===== src/design/fnds_pkg.sv =====
package fnds_pkg;
  // ==========================================================================
  // Serial word layout.
  localparam int WORD_BITS = 24;
  localparam logic [1:0] SEL_NDIV = 2'h0;
  localparam logic [1:0] SEL_RDIV = 2'h1;
  localparam logic [1:0] SEL_CTRL = 2'h2;
  localparam logic [1:0] SEL_NOISE = 2'h3;
  // ==========================================================================
  // N divider word fields.
  localparam int NDIV_FRACTION_NUMERATOR_LSB = 2;
  localparam int NDIV_INT_LSB = 14;
  localparam int NDIV_FASTLOCK_BIT = 23;
  // ==========================================================================
  // Reference divider word fields.
  localparam int RDIV_MOD_LSB = 2;
  localparam int RDIV_RCNT_LSB = 14;
  localparam int RDIV_MUX_LSB = 20;
  localparam int RDIV_LOAD_SEL_BIT = 23;
  localparam logic [2:0] MUX_FASTLOCK_SWITCH = 3'h6;
  // ==========================================================================
  // Control word fields.
  localparam int CTRL_HOLD_BIT = 2;
  localparam int CTRL_CP_LSB = 7;
  localparam int CTRL_DOUBLER_BIT = 11;
  localparam int CTRL_RESYNC_LSB = 12;
  localparam logic [3:0] CP_CURRENT_MAX = 4'hf;
  localparam logic [3:0] CP_CURRENT_MIN = 4'h0;
  // ==========================================================================
  // Noise and spur words.
  localparam logic [23:0] NOISE_CLEAR_WORD = 24'h000000;
  localparam logic [23:0] NOISE_LOWEST_WORD = 24'h0003c7;
  localparam logic [23:0] NOISE_LOW_SPUR_WORD = 24'h000003;
  localparam logic [23:0] NOISE_LOW_NS_WORD = 24'h000383;
  localparam int NOISE_DITHER_BIT = 6;
  localparam int NOISE_MODE_HI_BIT = 9;
  // ==========================================================================
  // Interpolator and link timing.
  localparam logic [11:0] MOD_RESET = 12'h002;
  localparam logic [20:0] LFSR_SEED = 21'h000001;
  localparam int SCLK_DIV = 6;
  localparam int COMPARE_DIV = 8;
  typedef enum logic [1:0] {
    FNDS_IDLE = 2'b00,
    FNDS_SHIFT = 2'b01,
    FNDS_LATCH = 2'b10,
    FNDS_GAP = 2'b11
  } fnds_link_t;
endpackage


===== src/design/fnds_link_if.sv =====
interface fnds_link_if;
  logic sclk;
  logic sdata;
  logic latch_strobe;
  modport host (output sclk, output sdata, output latch_strobe);
  modport dev (input sclk, input sdata, input latch_strobe);
endinterface


===== src/design/fnds_device.sv =====
// ==========================================================================
// Device end: serial input register, latches, sigma-delta interpolator.
// Operation
// Host first writes zero noise word.
// Host then writes chosen noise mode.
// Host writes control with counter hold set.
// Host writes reference divider, load select zero.
// Host writes N divider, then clears hold.
// Resync: extra reference write, load select one.
// Output equals compare rate times N.
// Compare rate from reference, doubler, divider.
// Host keeps compare rate at most 32 MHz.
// Denominator is 12 bits, 2 to 4095.
// Dither mode denominator at least 50.
// Third-order interpolator runs per compare cycle.
// Undithered repeat length follows divisibility.
// Dithered repeat length is two to 21.
// Dither off in two low-noise modes.
// Fastlock forces maximum charge pump current.
// Host selects fastlock switch on test output.
// Fastlock clear restores minimum current, opens switch. The code restores the control word's charge pump field instead.
// Select bits one-zero route to control.
// Counter hold keeps counters in reset.
// Denominator loads only after next N write.
// Host shifts 24 bits, strobe latches word.
module fnds_device
  import fnds_pkg::*;
(
  input wire logic clock,
  input wire logic reset,
  input wire logic compare_tick,
  fnds_link_if.dev link,
  output logic [11:0] int_value,
  output logic [11:0] fraction_numerator,
  output logic [11:0] fraction_denominator,
  output logic [3:0] ref_counter,
  output logic doubler,
  output logic [3:0] resync_count,
  output logic [10:0] resync_delay,
  output logic [2:0] test_output_select,
  output logic counter_hold_bit,
  output logic dither_on,
  output logic [3:0] cp_current,
  output logic fastlock_switch,
  output logic [14:0] n_code,
  output logic n_code_valid
);
  // ========================================================================
  // Pin synchronisers; the first stage is read only by the second.
  // The strobe stages reset to the pin's idle high level, so releasing reset
  // never shows a false strobe edge that would latch a stale word.
  logic [2:0] meta_q;
  logic [2:0] sync_q;
  logic sclk_prev_q;
  logic strobe_prev_q;
  always_ff @(posedge clock or posedge reset) begin
    if (reset) begin
      meta_q <= 3'h4;
      sync_q <= 3'h4;
      sclk_prev_q <= 1'b0;
      strobe_prev_q <= 1'b1;
    end else begin
      meta_q <= {link.latch_strobe, link.sdata, link.sclk};
      sync_q <= meta_q;
      sclk_prev_q <= sync_q[0];
      strobe_prev_q <= sync_q[2];
    end
  end
  // Clock edges are taken only inside a frame, while the strobe is low.
  wire sclk_rise = sync_q[0] & ~sclk_prev_q & ~sync_q[2];
  wire strobe_rise = sync_q[2] & ~strobe_prev_q;
  // ========================================================================
  // Input shift register and latch decode.
  // Bits enter MSB first; the two lowest bits of the word name its latch.
  logic [23:0] shift_q;
  always_ff @(posedge clock or posedge reset) begin
    if (reset) shift_q <= 24'h000000;
    else if (sclk_rise) shift_q <= {shift_q[22:0], sync_q[1]};
  end
  wire [1:0] sel = shift_q[1:0];
  wire wr_n = strobe_rise && sel == SEL_NDIV;
  wire wr_r = strobe_rise && sel == SEL_RDIV;
  wire wr_c = strobe_rise && sel == SEL_CTRL;
  wire wr_s = strobe_rise && sel == SEL_NOISE;
  wire r_load_sel = shift_q[RDIV_LOAD_SEL_BIT];
  logic [23:0] ctrl_q;
  logic [23:0] noise_q;
  // A modulus write only stages the denominator; the next N write moves it in,
  // so the interpolator never runs with a mismatched numerator and denominator.
  logic [11:0] mod_pending_q;
  logic fastlock_q;
  always_ff @(posedge clock or posedge reset) begin
    if (reset) begin
      ctrl_q <= 24'h000004;
      noise_q <= NOISE_CLEAR_WORD;
      int_value <= 12'h000;
      fraction_numerator <= 12'h000;
      fraction_denominator <= MOD_RESET;
      mod_pending_q <= MOD_RESET;
      ref_counter <= 4'h1;
      test_output_select <= 3'h0;
      resync_delay <= 11'h000;
      fastlock_q <= 1'b0;
    end else begin
      if (wr_c) ctrl_q <= shift_q;
      if (wr_s) noise_q <= shift_q;
      if (wr_r) begin
        test_output_select <= shift_q[RDIV_MUX_LSB +: 3];
        ref_counter <= shift_q[RDIV_RCNT_LSB +: 4];
        if (r_load_sel) resync_delay <= shift_q[RDIV_MOD_LSB+1 +: 11];
        else if (shift_q[RDIV_MOD_LSB +: 12] >= 12'h002)
          mod_pending_q <= shift_q[RDIV_MOD_LSB +: 12];
      end
      if (wr_n) begin
        int_value <= shift_q[NDIV_INT_LSB +: 9] == 9'h000 ? 12'h000
                     : {3'h0, shift_q[NDIV_INT_LSB +: 9]};
        fraction_numerator <= shift_q[NDIV_FRACTION_NUMERATOR_LSB +: 12];
        fraction_denominator <= mod_pending_q;
        // Each N write sets or clears fastlock; there is no separate command.
        fastlock_q <= shift_q[NDIV_FASTLOCK_BIT];
      end
    end
  end
  // ========================================================================
  // Derived outputs, all registered.
  // Registering them costs a cycle but keeps every output free of glitches.
  wire dither_next = noise_q[NOISE_DITHER_BIT] & ~noise_q[NOISE_MODE_HI_BIT];
  // The loop-filter switch closes only with fastlock set and the switch function selected.
  wire fl_switch_next = fastlock_q && test_output_select == MUX_FASTLOCK_SWITCH;
  always_ff @(posedge clock or posedge reset) begin
    if (reset) begin
      counter_hold_bit <= 1'b1;
      doubler <= 1'b0;
      resync_count <= 4'h0;
      dither_on <= 1'b0;
      cp_current <= CP_CURRENT_MIN;
      fastlock_switch <= 1'b0;
    end else begin
      counter_hold_bit <= ctrl_q[CTRL_HOLD_BIT];
      doubler <= ctrl_q[CTRL_DOUBLER_BIT];
      resync_count <= ctrl_q[CTRL_RESYNC_LSB +: 4];
      dither_on <= dither_next;
      cp_current <= fastlock_q ? CP_CURRENT_MAX : ctrl_q[CTRL_CP_LSB +: 4];
      fastlock_switch <= fl_switch_next;
    end
  end
  // ========================================================================
  // Third-order MASH interpolator, one step per compare tick. Undithered,
  // its period follows the denominator's factors of 2 and 3; dither
  // stretches it to the LFSR period.
  logic [11:0] acc1_q;
  logic [11:0] acc2_q;
  logic [11:0] acc3_q;
  logic c2_q;
  logic c3_q;
  logic c3_d1_q;
  logic [20:0] lfsr_q;
  wire [12:0] s1 = {1'b0, acc1_q} + {1'b0, fraction_numerator} + {12'h000, dither_on & lfsr_q[0]};
  wire o1 = s1 >= {1'b0, fraction_denominator};
  wire [11:0] n1 = o1 ? 12'(s1 - {1'b0, fraction_denominator}) : s1[11:0];
  wire [12:0] s2 = {1'b0, acc2_q} + {1'b0, n1};
  wire o2 = s2 >= {1'b0, fraction_denominator};
  wire [11:0] n2 = o2 ? 12'(s2 - {1'b0, fraction_denominator}) : s2[11:0];
  wire [12:0] s3 = {1'b0, acc3_q} + {1'b0, n2};
  wire o3 = s3 >= {1'b0, fraction_denominator};
  wire [11:0] n3 = o3 ? 12'(s3 - {1'b0, fraction_denominator}) : s3[11:0];
  // Noise-shaped correction: c1 + (c2 - c2') + (c3 - 2c3' + c3'').
  wire signed [4:0] corr = $signed({4'h0, o1}) + $signed({4'h0, o2}) - $signed({4'h0, c2_q})
    + $signed({4'h0, o3}) - $signed({3'h0, c3_q, 1'b0}) + $signed({4'h0, c3_d1_q});
  // The correction stays within -3 to +4, so n_code stays in that band around int_value.
  wire [14:0] n_next = 15'({3'h0, int_value} + {{10{corr[4]}}, corr});
  // Hold clears every stage and reseeds the dither source, so each release
  // starts the same code sequence and the spur pattern is repeatable.
  wire step = compare_tick & ~counter_hold_bit;
  always_ff @(posedge clock or posedge reset) begin
    if (reset) begin
      acc1_q <= 12'h000;
      acc2_q <= 12'h000;
      acc3_q <= 12'h000;
      c2_q <= 1'b0;
      c3_q <= 1'b0;
      c3_d1_q <= 1'b0;
      lfsr_q <= LFSR_SEED;
      n_code <= 15'h0000;
      n_code_valid <= 1'b0;
    end else if (counter_hold_bit) begin
      acc1_q <= 12'h000;
      acc2_q <= 12'h000;
      acc3_q <= 12'h000;
      c2_q <= 1'b0;
      c3_q <= 1'b0;
      c3_d1_q <= 1'b0;
      lfsr_q <= LFSR_SEED;
      n_code_valid <= 1'b0;
    end else begin
      n_code_valid <= step;
      if (step) begin
        acc1_q <= n1;
        acc2_q <= n2;
        acc3_q <= n3;
        c2_q <= o2;
        c3_q <= o3;
        c3_d1_q <= c3_q;
        lfsr_q <= {lfsr_q[19:0], lfsr_q[20] ^ lfsr_q[18]};
        n_code <= n_next;
      end
    end
  end
endmodule


===== src/flat_wrapper.sv =====
// flat-port wrapper written by rule: the top's interface ports become plain ports
module fnds_device_flat import fnds_pkg::*;
  (clock, reset, compare_tick, int_value, fraction_numerator, fraction_denominator, ref_counter, doubler, resync_count, resync_delay, test_output_select, counter_hold_bit, dither_on, cp_current, fastlock_switch, n_code, n_code_valid, link_sclk, link_sdata, link_latch_strobe);
  fnds_link_if link_i ();
  input wire logic clock;
  input wire logic reset;
  input wire logic compare_tick;
  output logic [11:0] int_value;
  output logic [11:0] fraction_numerator;
  output logic [11:0] fraction_denominator;
  output logic [3:0] ref_counter;
  output logic doubler;
  output logic [3:0] resync_count;
  output logic [10:0] resync_delay;
  output logic [2:0] test_output_select;
  output logic counter_hold_bit;
  output logic dither_on;
  output logic [3:0] cp_current;
  output logic fastlock_switch;
  output logic [14:0] n_code;
  output logic n_code_valid;
  input wire logic [$bits(link_i.sclk)-1:0] link_sclk;
  input wire logic [$bits(link_i.sdata)-1:0] link_sdata;
  input wire logic [$bits(link_i.latch_strobe)-1:0] link_latch_strobe;
  assign link_i.sclk = link_sclk;
  assign link_i.sdata = link_sdata;
  assign link_i.latch_strobe = link_latch_strobe;
  fnds_device u_core (.clock(clock), .reset(reset), .compare_tick(compare_tick), .link(link_i), .int_value(int_value), .fraction_numerator(fraction_numerator), .fraction_denominator(fraction_denominator), .ref_counter(ref_counter), .doubler(doubler), .resync_count(resync_count), .resync_delay(resync_delay), .test_output_select(test_output_select), .counter_hold_bit(counter_hold_bit), .dither_on(dither_on), .cp_current(cp_current), .fastlock_switch(fastlock_switch), .n_code(n_code), .n_code_valid(n_code_valid));
endmodule

===== config.mk =====
export PLATFORM = sky130hd
export DESIGN_NAME = fnds_device_flat
export DESIGN_NICKNAME = d
export VERILOG_FILES = /design/src/design/fnds_pkg.sv /design/src/design/fnds_link_if.sv /design/src/design/fnds_device.sv /design/src/flat_wrapper.sv
export SDC_FILE = /design/constraint.sdc
export NUM_CORES = 1
export LEC_CHECK = 0
export BUFFER_PORTS_ARGS = -buffer_cell sky130_fd_sc_hd__buf_2
export CORE_ASPECT_RATIO = 1.75
export CORE_MARGIN = 2
export CORE_UTILIZATION = 55
export DETAILED_ROUTE_END_ITERATION = 8
export PLACE_DENSITY_LB_ADDON = 0.08
export REMOVE_ABC_BUFFERS = 1
export SYNTH_ARGS = -nofsm -noshare
export SYNTH_HDL_FRONTEND = slang
export SYNTH_SLANG_ARGS = --single-unit
export TNS_END_PERCENT = 20

===== constraint.sdc =====
create_clock -name clock -period 14.85 [get_ports clock]
set_input_delay 2.97 -clock clock [delete_from_list [all_inputs] [get_ports clock]]
set_output_delay 2.97 -clock clock [all_outputs]
set_load 0.02 [all_outputs]

==> impl_metrics.json, run 1 <==
{
  "clk_pin_slew_ns": 0.07,
  "reg2reg_depth": 55,
  "cp_data_arrival_time_ns": 14.08,
  "io_buffers": 84,
  "die_h_um": 196.1,
  "hold_path_startpoint": "u_core.meta_q[2]$_DFF_PP1_",
  "nNetsFinal": 1287,
  "syn_inst": 1118,
  "detail_route.wl_per_cell_um": 19.32,
  "die_w_um": 113.8,
  "yosysMostFrequentCell": "dfrtp_1",
  "r2r-end": "u_core.n_code[11]$_DFFE_PP0P_",
  "hold_class": "reg2reg",
  "finClkSkew_ns": 0.01385,
  "cts_hold_buf": 0,
  "netlist_area_sq_um": 11590,
  "synth-main-ff-cell": "dfrtp_1",
  "numCtsBuffers": 17,
  "areaGrowthSynthToFinish_pct": 10.83,
  "final_antenna_net_count": 0,
  "timing.final.crit_share": 0.9226,
  "drive_gt1_frac": 0.2284,
  "slew_headroom": 0.2725,
  "dp_hpwl_mm": 21.05,
  "gp_congestion": 0.9115,
  "cts_root_buf": "clkbuf_16",
  "path_class": "reg2reg",
  "row_count": 70,
  "htreeDepth": 4,
  "first_global_vias": 9087,
  "cts_buffer_depth": 2,
  "setup_viol": 0,
  "cap_violations": 0,
  "hold_end": "u_core.sync_q[2]$_DFF_PP1_",
  "min_period_ns": 13.70,
  "drt-total-wl_mm": 28.14,
  "preCtsSetupSlack_ns": 1.007,
  "synth.top_cells.by_count": "dfrtp_1, nor2_1, mux2_2",
  "cp_max_fo": 22,
  "fin_tns_setup_ns": 0,
  "antenna_cells": 0,
  "cp_common_cell": "ha_1",
  "max_freq_mhz": 72.99,
  "slowest_delay_ns": 0.50,
  "synth_seq_area_share": 0.4218,
  "worst_path_max_delay_cell": "and3_1",
  "cp.required_ns": 15.23,
  "synth_async_sr_flop_share": 1.000,
  "r2r-start": "u_core.fraction_numerator[0]$_DFFE_PP0P_",
  "first_iter_violations": 406,
  "rsz0062_at_grt": "false",
  "io_pins": 88,
  "yosys.area.top_type_share": 0.4014,
  "outcome": "finished, final reports clean",
  "design_area_sq_um": 12850,
  "regToRegSetupSlack_ns": 1.15,
  "grt-ovfl-total": 0,
  "synthTopCellsByArea": "dfrtp_1, mux2_2, ha_1",
  "grt_antenna_before_repair": 0,
  "setup_ws_ns": 1.149,
  "post-synth-top-area-cell": "dfrtp_1",
  "grt_util_all_layers": 0.2667,
  "cts_resized": 0,
  "critPathLaunchType": "flip-flop",
  "place_area_sq_um": 12250,
  "synth_edf_count": 0,
  "initial_core_util": 0.5586,
  "drc": 0,
  "vias": 8559,
  "core-area_sq_um": 20760,
  "synth.avg_cell_area_sq_um": 10.37,
  "clock_latency_ns": 0.45,
  "grt_first_pass_wirelength_mm": 46.32,
  "cts_tree": "done",
  "finalHoldViolCount": 0,
  "post_cts_buffers": 0,
  "ys_ff_latch": 195,
  "clkSinkCount": 195,
  "cp-end-kind": "flip-flop",
  "detailedRoute.firstPassIterationCount": 5,
  "grt_max_degree": 118,
  "yosysUniqueCellTypes": 80,
  "tightest_slew_ns": 1.088,
  "dieArea_sq_um": 22300,
  "drt-vias-per-instance": 5.878,
  "hold_path_depth": 0,
  "ys_warn_count": 0,
  "slew_violations": 0
}
[layout by cell type, fill, tap and decap left out, drive strengths merged, types with 5 or more instances in the layout]
master and n:
o211ai 7, o21ai 63, ha 80, dfrtp 186
o21a 25, buf 96, nand2b 12, a21oi 42
or3 6, xor2 17, nor4 6, nand2 77
a31o 6, a211oi 22, clkbuf 17, dfstp 9
mux2i 31, or2 6, o21bai 10, nand3 17
inv 56, xnor2 42, mux2 102, fa 10
and3 6, nand4 6, nor3 19, a311oi 6
o22ai 5, nor2 115, nor2b 15, a21o 16
[stage by stage]
stage	hold WS (ns)	cells	util
final	0.3507	1456	0.6191
after global routing	0.3518	1456	0.6191
after CTS	0.3555	1456	0.6190
after detailed placement	0.3381	1424	0.5903
after global placement	0.3352	1424	0.5903
after floorplan	0.3312	1076	-
[per-layer routing]
metal,track usage,vias up,part of all wire
met5,0,-,0
met4,0.1369,0,0.046
met3,0.04572,69,0.035
met2,0.4890,170,0.54
li1,-,4142,-
met1,0.2904,4178,0.38
[registers in the layout, summed over array words and instances, names as in the netlist, 2 cells and up]
register	count
u_core.lfsr_q	21
u_core.ctrl_q	10
u_core.fraction_numerator	12
u_core.n_code	14
u_core.acc3_q	12
u_core.int_value	9
u_core.mod_pending_q	12
u_core.noise_q	2
u_core.acc2_q	12
u_core.cp_current	4
u_core.resync_delay	11
u_core.resync_count	4
u_core.ref_counter	4
u_core.test_output_select	3
u_core.sync_q	3
u_core.acc1_q	12
u_core.fraction_denominator	12
u_core.meta_q	3
u_core.shift_q	24
[how the worst max path moves through the flow]
stage	end	slack, ns	start
after floorplan	u_core.n_code[11]$_DFFE_PP0P_	1.98	u_core.fraction_numerator[0]$_DFFE_PP0P_
after global placement	u_core.n_code[11]$_DFFE_PP0P_	1.30	u_core.fraction_numerator[0]$_DFFE_PP0P_
after detailed placement	u_core.n_code[11]$_DFFE_PP0P_	1.01	u_core.fraction_numerator[0]$_DFFE_PP0P_
after CTS	u_core.n_code[11]$_DFFE_PP0P_	0.95	u_core.fraction_numerator[0]$_DFFE_PP0P_
after global routing	u_core.n_code[11]$_DFFE_PP0P_	0.25	u_core.fraction_numerator[0]$_DFFE_PP0P_
final	u_core.n_code[11]$_DFFE_PP0P_	1.15	u_core.fraction_numerator[0]$_DFFE_PP0P_
[logic make-up after synthesis]
group / synth area share
flops: 0.4218
compound gates: 0.1486
fa+ha+maj: 0.1036
buf+inv: 0.03367
simple gates: 0.1213
other cells: 0.0003234
xor+xnor: 0.04457
mux: 0.1261
[worst max-delay path: cells and delay by family, from the launching register on]
kind,cells,cell delay (ns)
DFF,1,0.38
muxes,2,0.63
AOI/OAI and AO/OA,27,6.47
adders and majority gates,12,3.86
and+or+nand+nor,4,0.82
buffers and inverters,7,0.83
xor gates and xnor gates,3,0.60
[cell type report]
class / instances / area (sq um)
Clock buffer: 17 / 425.4
Clock inverter: 15 / 170.2
Fill cell: 1777 / 7906
Inverter: 49 / 191.4
Multi-Input combinational cell: 832 / 6347
Sequential cell: 195 / 4891
Tap cell: 252 / 315.3
Timing Repair Buffer: 96 / 510.5
Power of run 1 is left out: the tool's default activity adds up to more than one toggle a clock period on the data nets, which glitch-free logic cannot reach.
==> inputs of run 2 (changes only) <==
Clock period 14.85 ns to 13.7 ns, I/O delays scaled along.
==> run 2 against run 1 <==
Core utilization rose by 0.43 points. Register-to-register slack worse by 0.32 ns. Flip-flop and latch count is the same. Non-clock buffer count increased by 10.
==> impl_metrics.json, run 2 (synthesis gave the netlist of run 1 again) <==
{
  "outcome": "finished, final reports clean",
  "numCtsBuffers": 17,
  "grt_max_degree": 123,
  "first_iter_violations": 420,
  "timing.final.crit_share": 0.9394,
  "drc": 0,
  "initial_core_util": 0.5586,
  "finClkSkew_ns": 0.01397,
  "setup_viol": 0,
  "die_w_um": 113.8,
  "final_common_cell": "dfrtp_1",
  "drt-total-wl_mm": 28.68,
  "cts_hold_buf": 0,
  "rsz0062_at_grt": "false",
  "cp_max_fo": 8,
  "reg2reg_depth": 56,
  "clock_latency_ns": 0.45,
  "io_pins": 88,
  "nNetsFinal": 1297,
  "critPathLaunchType": "flip-flop",
  "cts_buffer_depth": 2,
  "grt_first_pass_wirelength_mm": 46.31,
  "first_global_vias": 8938,
  "cp_top_family": "compound AO/OA/AOI/OAI gates",
  "largest_reg_flops": 24,
  "grt_antenna_before_repair": 0,
  "layout.cells.non_filler": 1466,
  "layout.area.seq_sq_um": 4891,
  "htreeDepth": 4,
  "path_class": "reg2reg",
  "detailedRoute.firstPassIterationCount": 5,
  "cp_data_arrival_time_ns": 13.26,
  "cts_root_buf": "clkbuf_16",
  "grt-ovfl-total": 0,
  "slew_headroom": 0.3934,
  "finalHoldViolCount": 0,
  "hold_path_startpoint": "u_core.meta_q[1]$_DFF_PP0_",
  "cp-end-kind": "flip-flop",
  "min_period_ns": 12.87,
  "regToRegSetupSlack_ns": 0.83,
  "die_h_um": 196.1,
  "fin_tns_setup_ns": 0,
  "core-area_sq_um": 20760,
  "place_inst": 1427,
  "max_freq_mhz": 77.70,
  "final_antenna_net_count": 0,
  "slowest_delay_ns": 0.56,
  "hold_class": "reg2reg",
  "path_depth": 56,
  "clkSinkCount": 195,
  "slew_violations": 0,
  "worstPathBufferInverterCount": 6,
  "drive_gt1_frac": 0.2389,
  "drt-vias-per-instance": 5.935,
  "cp.required_ns": 14.09,
  "worst_path_max_delay_cell": "fa_1",
  "io_buffers": 84,
  "row_count": 70,
  "gp_congestion": 0.9274,
  "r2r-start": "u_core.lfsr_q[0]$_DFFE_PP1P_",
  "dieArea_sq_um": 22300,
  "cp_common_cell": "ha_1",
  "areaGrowthSynthToFinish_pct": 11.60,
  "r2r-end": "u_core.n_code[11]$_DFFE_PP0P_",
  "largest-register": "u_core.shift_q",
  "multiInputGateArea_sq_um": 6382,
  "cap_violations": 0,
  "hold_path_depth": 0,
  "detail_route.wl_per_cell_um": 19.56,
  "cts_tree": "done",
  "grt_util_all_layers": 0.2658,
  "tightest_slew_ns": 0.9099,
  "clk_pin_slew_ns": 0.07,
  "largestRegisters": "u_core.shift_q x24, u_core.lfsr_q x21, u_core.n_code x14",
  "final_cell_mix": "dfrtp_1, nor2_1, mux2_2",
  "vias": 8700,
  "fillerInstances": 1770,
  "hold_end": "u_core.sync_q[1]$_DFF_PP0_",
  "dp_hpwl_mm": 21.24,
  "antenna_cells": 0
}
run 2: changes by cell type in the layout (fill, tap and decap cells not counted), moves of 2 or more:
cell      before  now
inv_8          5    3
o21ai_0       61   57
buf_4         12   22
a211oi_1      22   20
o21ai_1        2    5
run 2: worst max-delay path by stage:
stage / slack [ns] / startpoint / end
6_report: 0.83 / u_core.lfsr_q[0]$_DFFE_PP1P_ / u_core.n_code[11]$_DFFE_PP0P_
5_1_grt: 0.001 / u_core.lfsr_q[0]$_DFFE_PP1P_ / u_core.n_code[11]$_DFFE_PP0P_
4_1_cts: 0.27 / u_core.fraction_numerator[0]$_DFFE_PP0P_ / u_core.n_code[11]$_DFFE_PP0P_
3_5_place_dp: 0.34 / u_core.fraction_numerator[0]$_DFFE_PP0P_ / u_core.n_code[11]$_DFFE_PP0P_
3_3_place_gp: 0.60 / u_core.fraction_numerator[0]$_DFFE_PP0P_ / u_core.n_code[11]$_DFFE_PP0P_
2_1_floorplan: 0.83 / u_core.fraction_numerator[0]$_DFFE_PP0P_ / u_core.n_code[11]$_DFFE_PP0P_
run 2: cell type report:
type	instances	share of cell area
Sequential cell	195	0.3780
Inverter	49	0.01479
Tap cell	252	0.02437
Multi-Input combinational cell	832	0.4932
Clock inverter	14	0.01122
Clock buffer	18	0.03317
Timing Repair Buffer	106	0.04525
run 2: timing repair:
action,in CTS,in global routing
buffers inserted,0,7
resized for setup,0,13
hold endpoints to repair,0,0
endpoints found under the setup margin,0,10
run 2: routing by layer:
metal  wire [um]  global-route usage
met3         850             0.04263
met1       10860              0.2892
met5           0                   0
met2       15820              0.4972
met4        1142              0.1215
run 2: worst reg2reg max path: cells and delay by family (launching register included):
kind                     cells  cell delay (ns)
adder cells (fa/ha/maj)     12             3.61
buffers and inverters        6             0.50
XOR/XNOR                     3             0.53
multiplexers                 2             0.58
AND/OR/NAND/NOR              8             1.11
AO/OA/AOI/OAI               25             5.95
flip-flops                   1             0.54
run 2: per-stage QoR:
step                cell area, sq um  setup slack (ns)    util  hold WS (ns)
global route                   12940          0.001195  0.6234        0.3672
CTS                            12850            0.2695  0.6190        0.3591
floorplan                      11400            0.8350       -        0.3312
finish                         12940            0.8299  0.6234        0.3559
detailed placement             12280            0.3368  0.5914        0.3403
global placement               12280            0.5973  0.5914        0.3337
Power of run 2 is left out for the same reason.
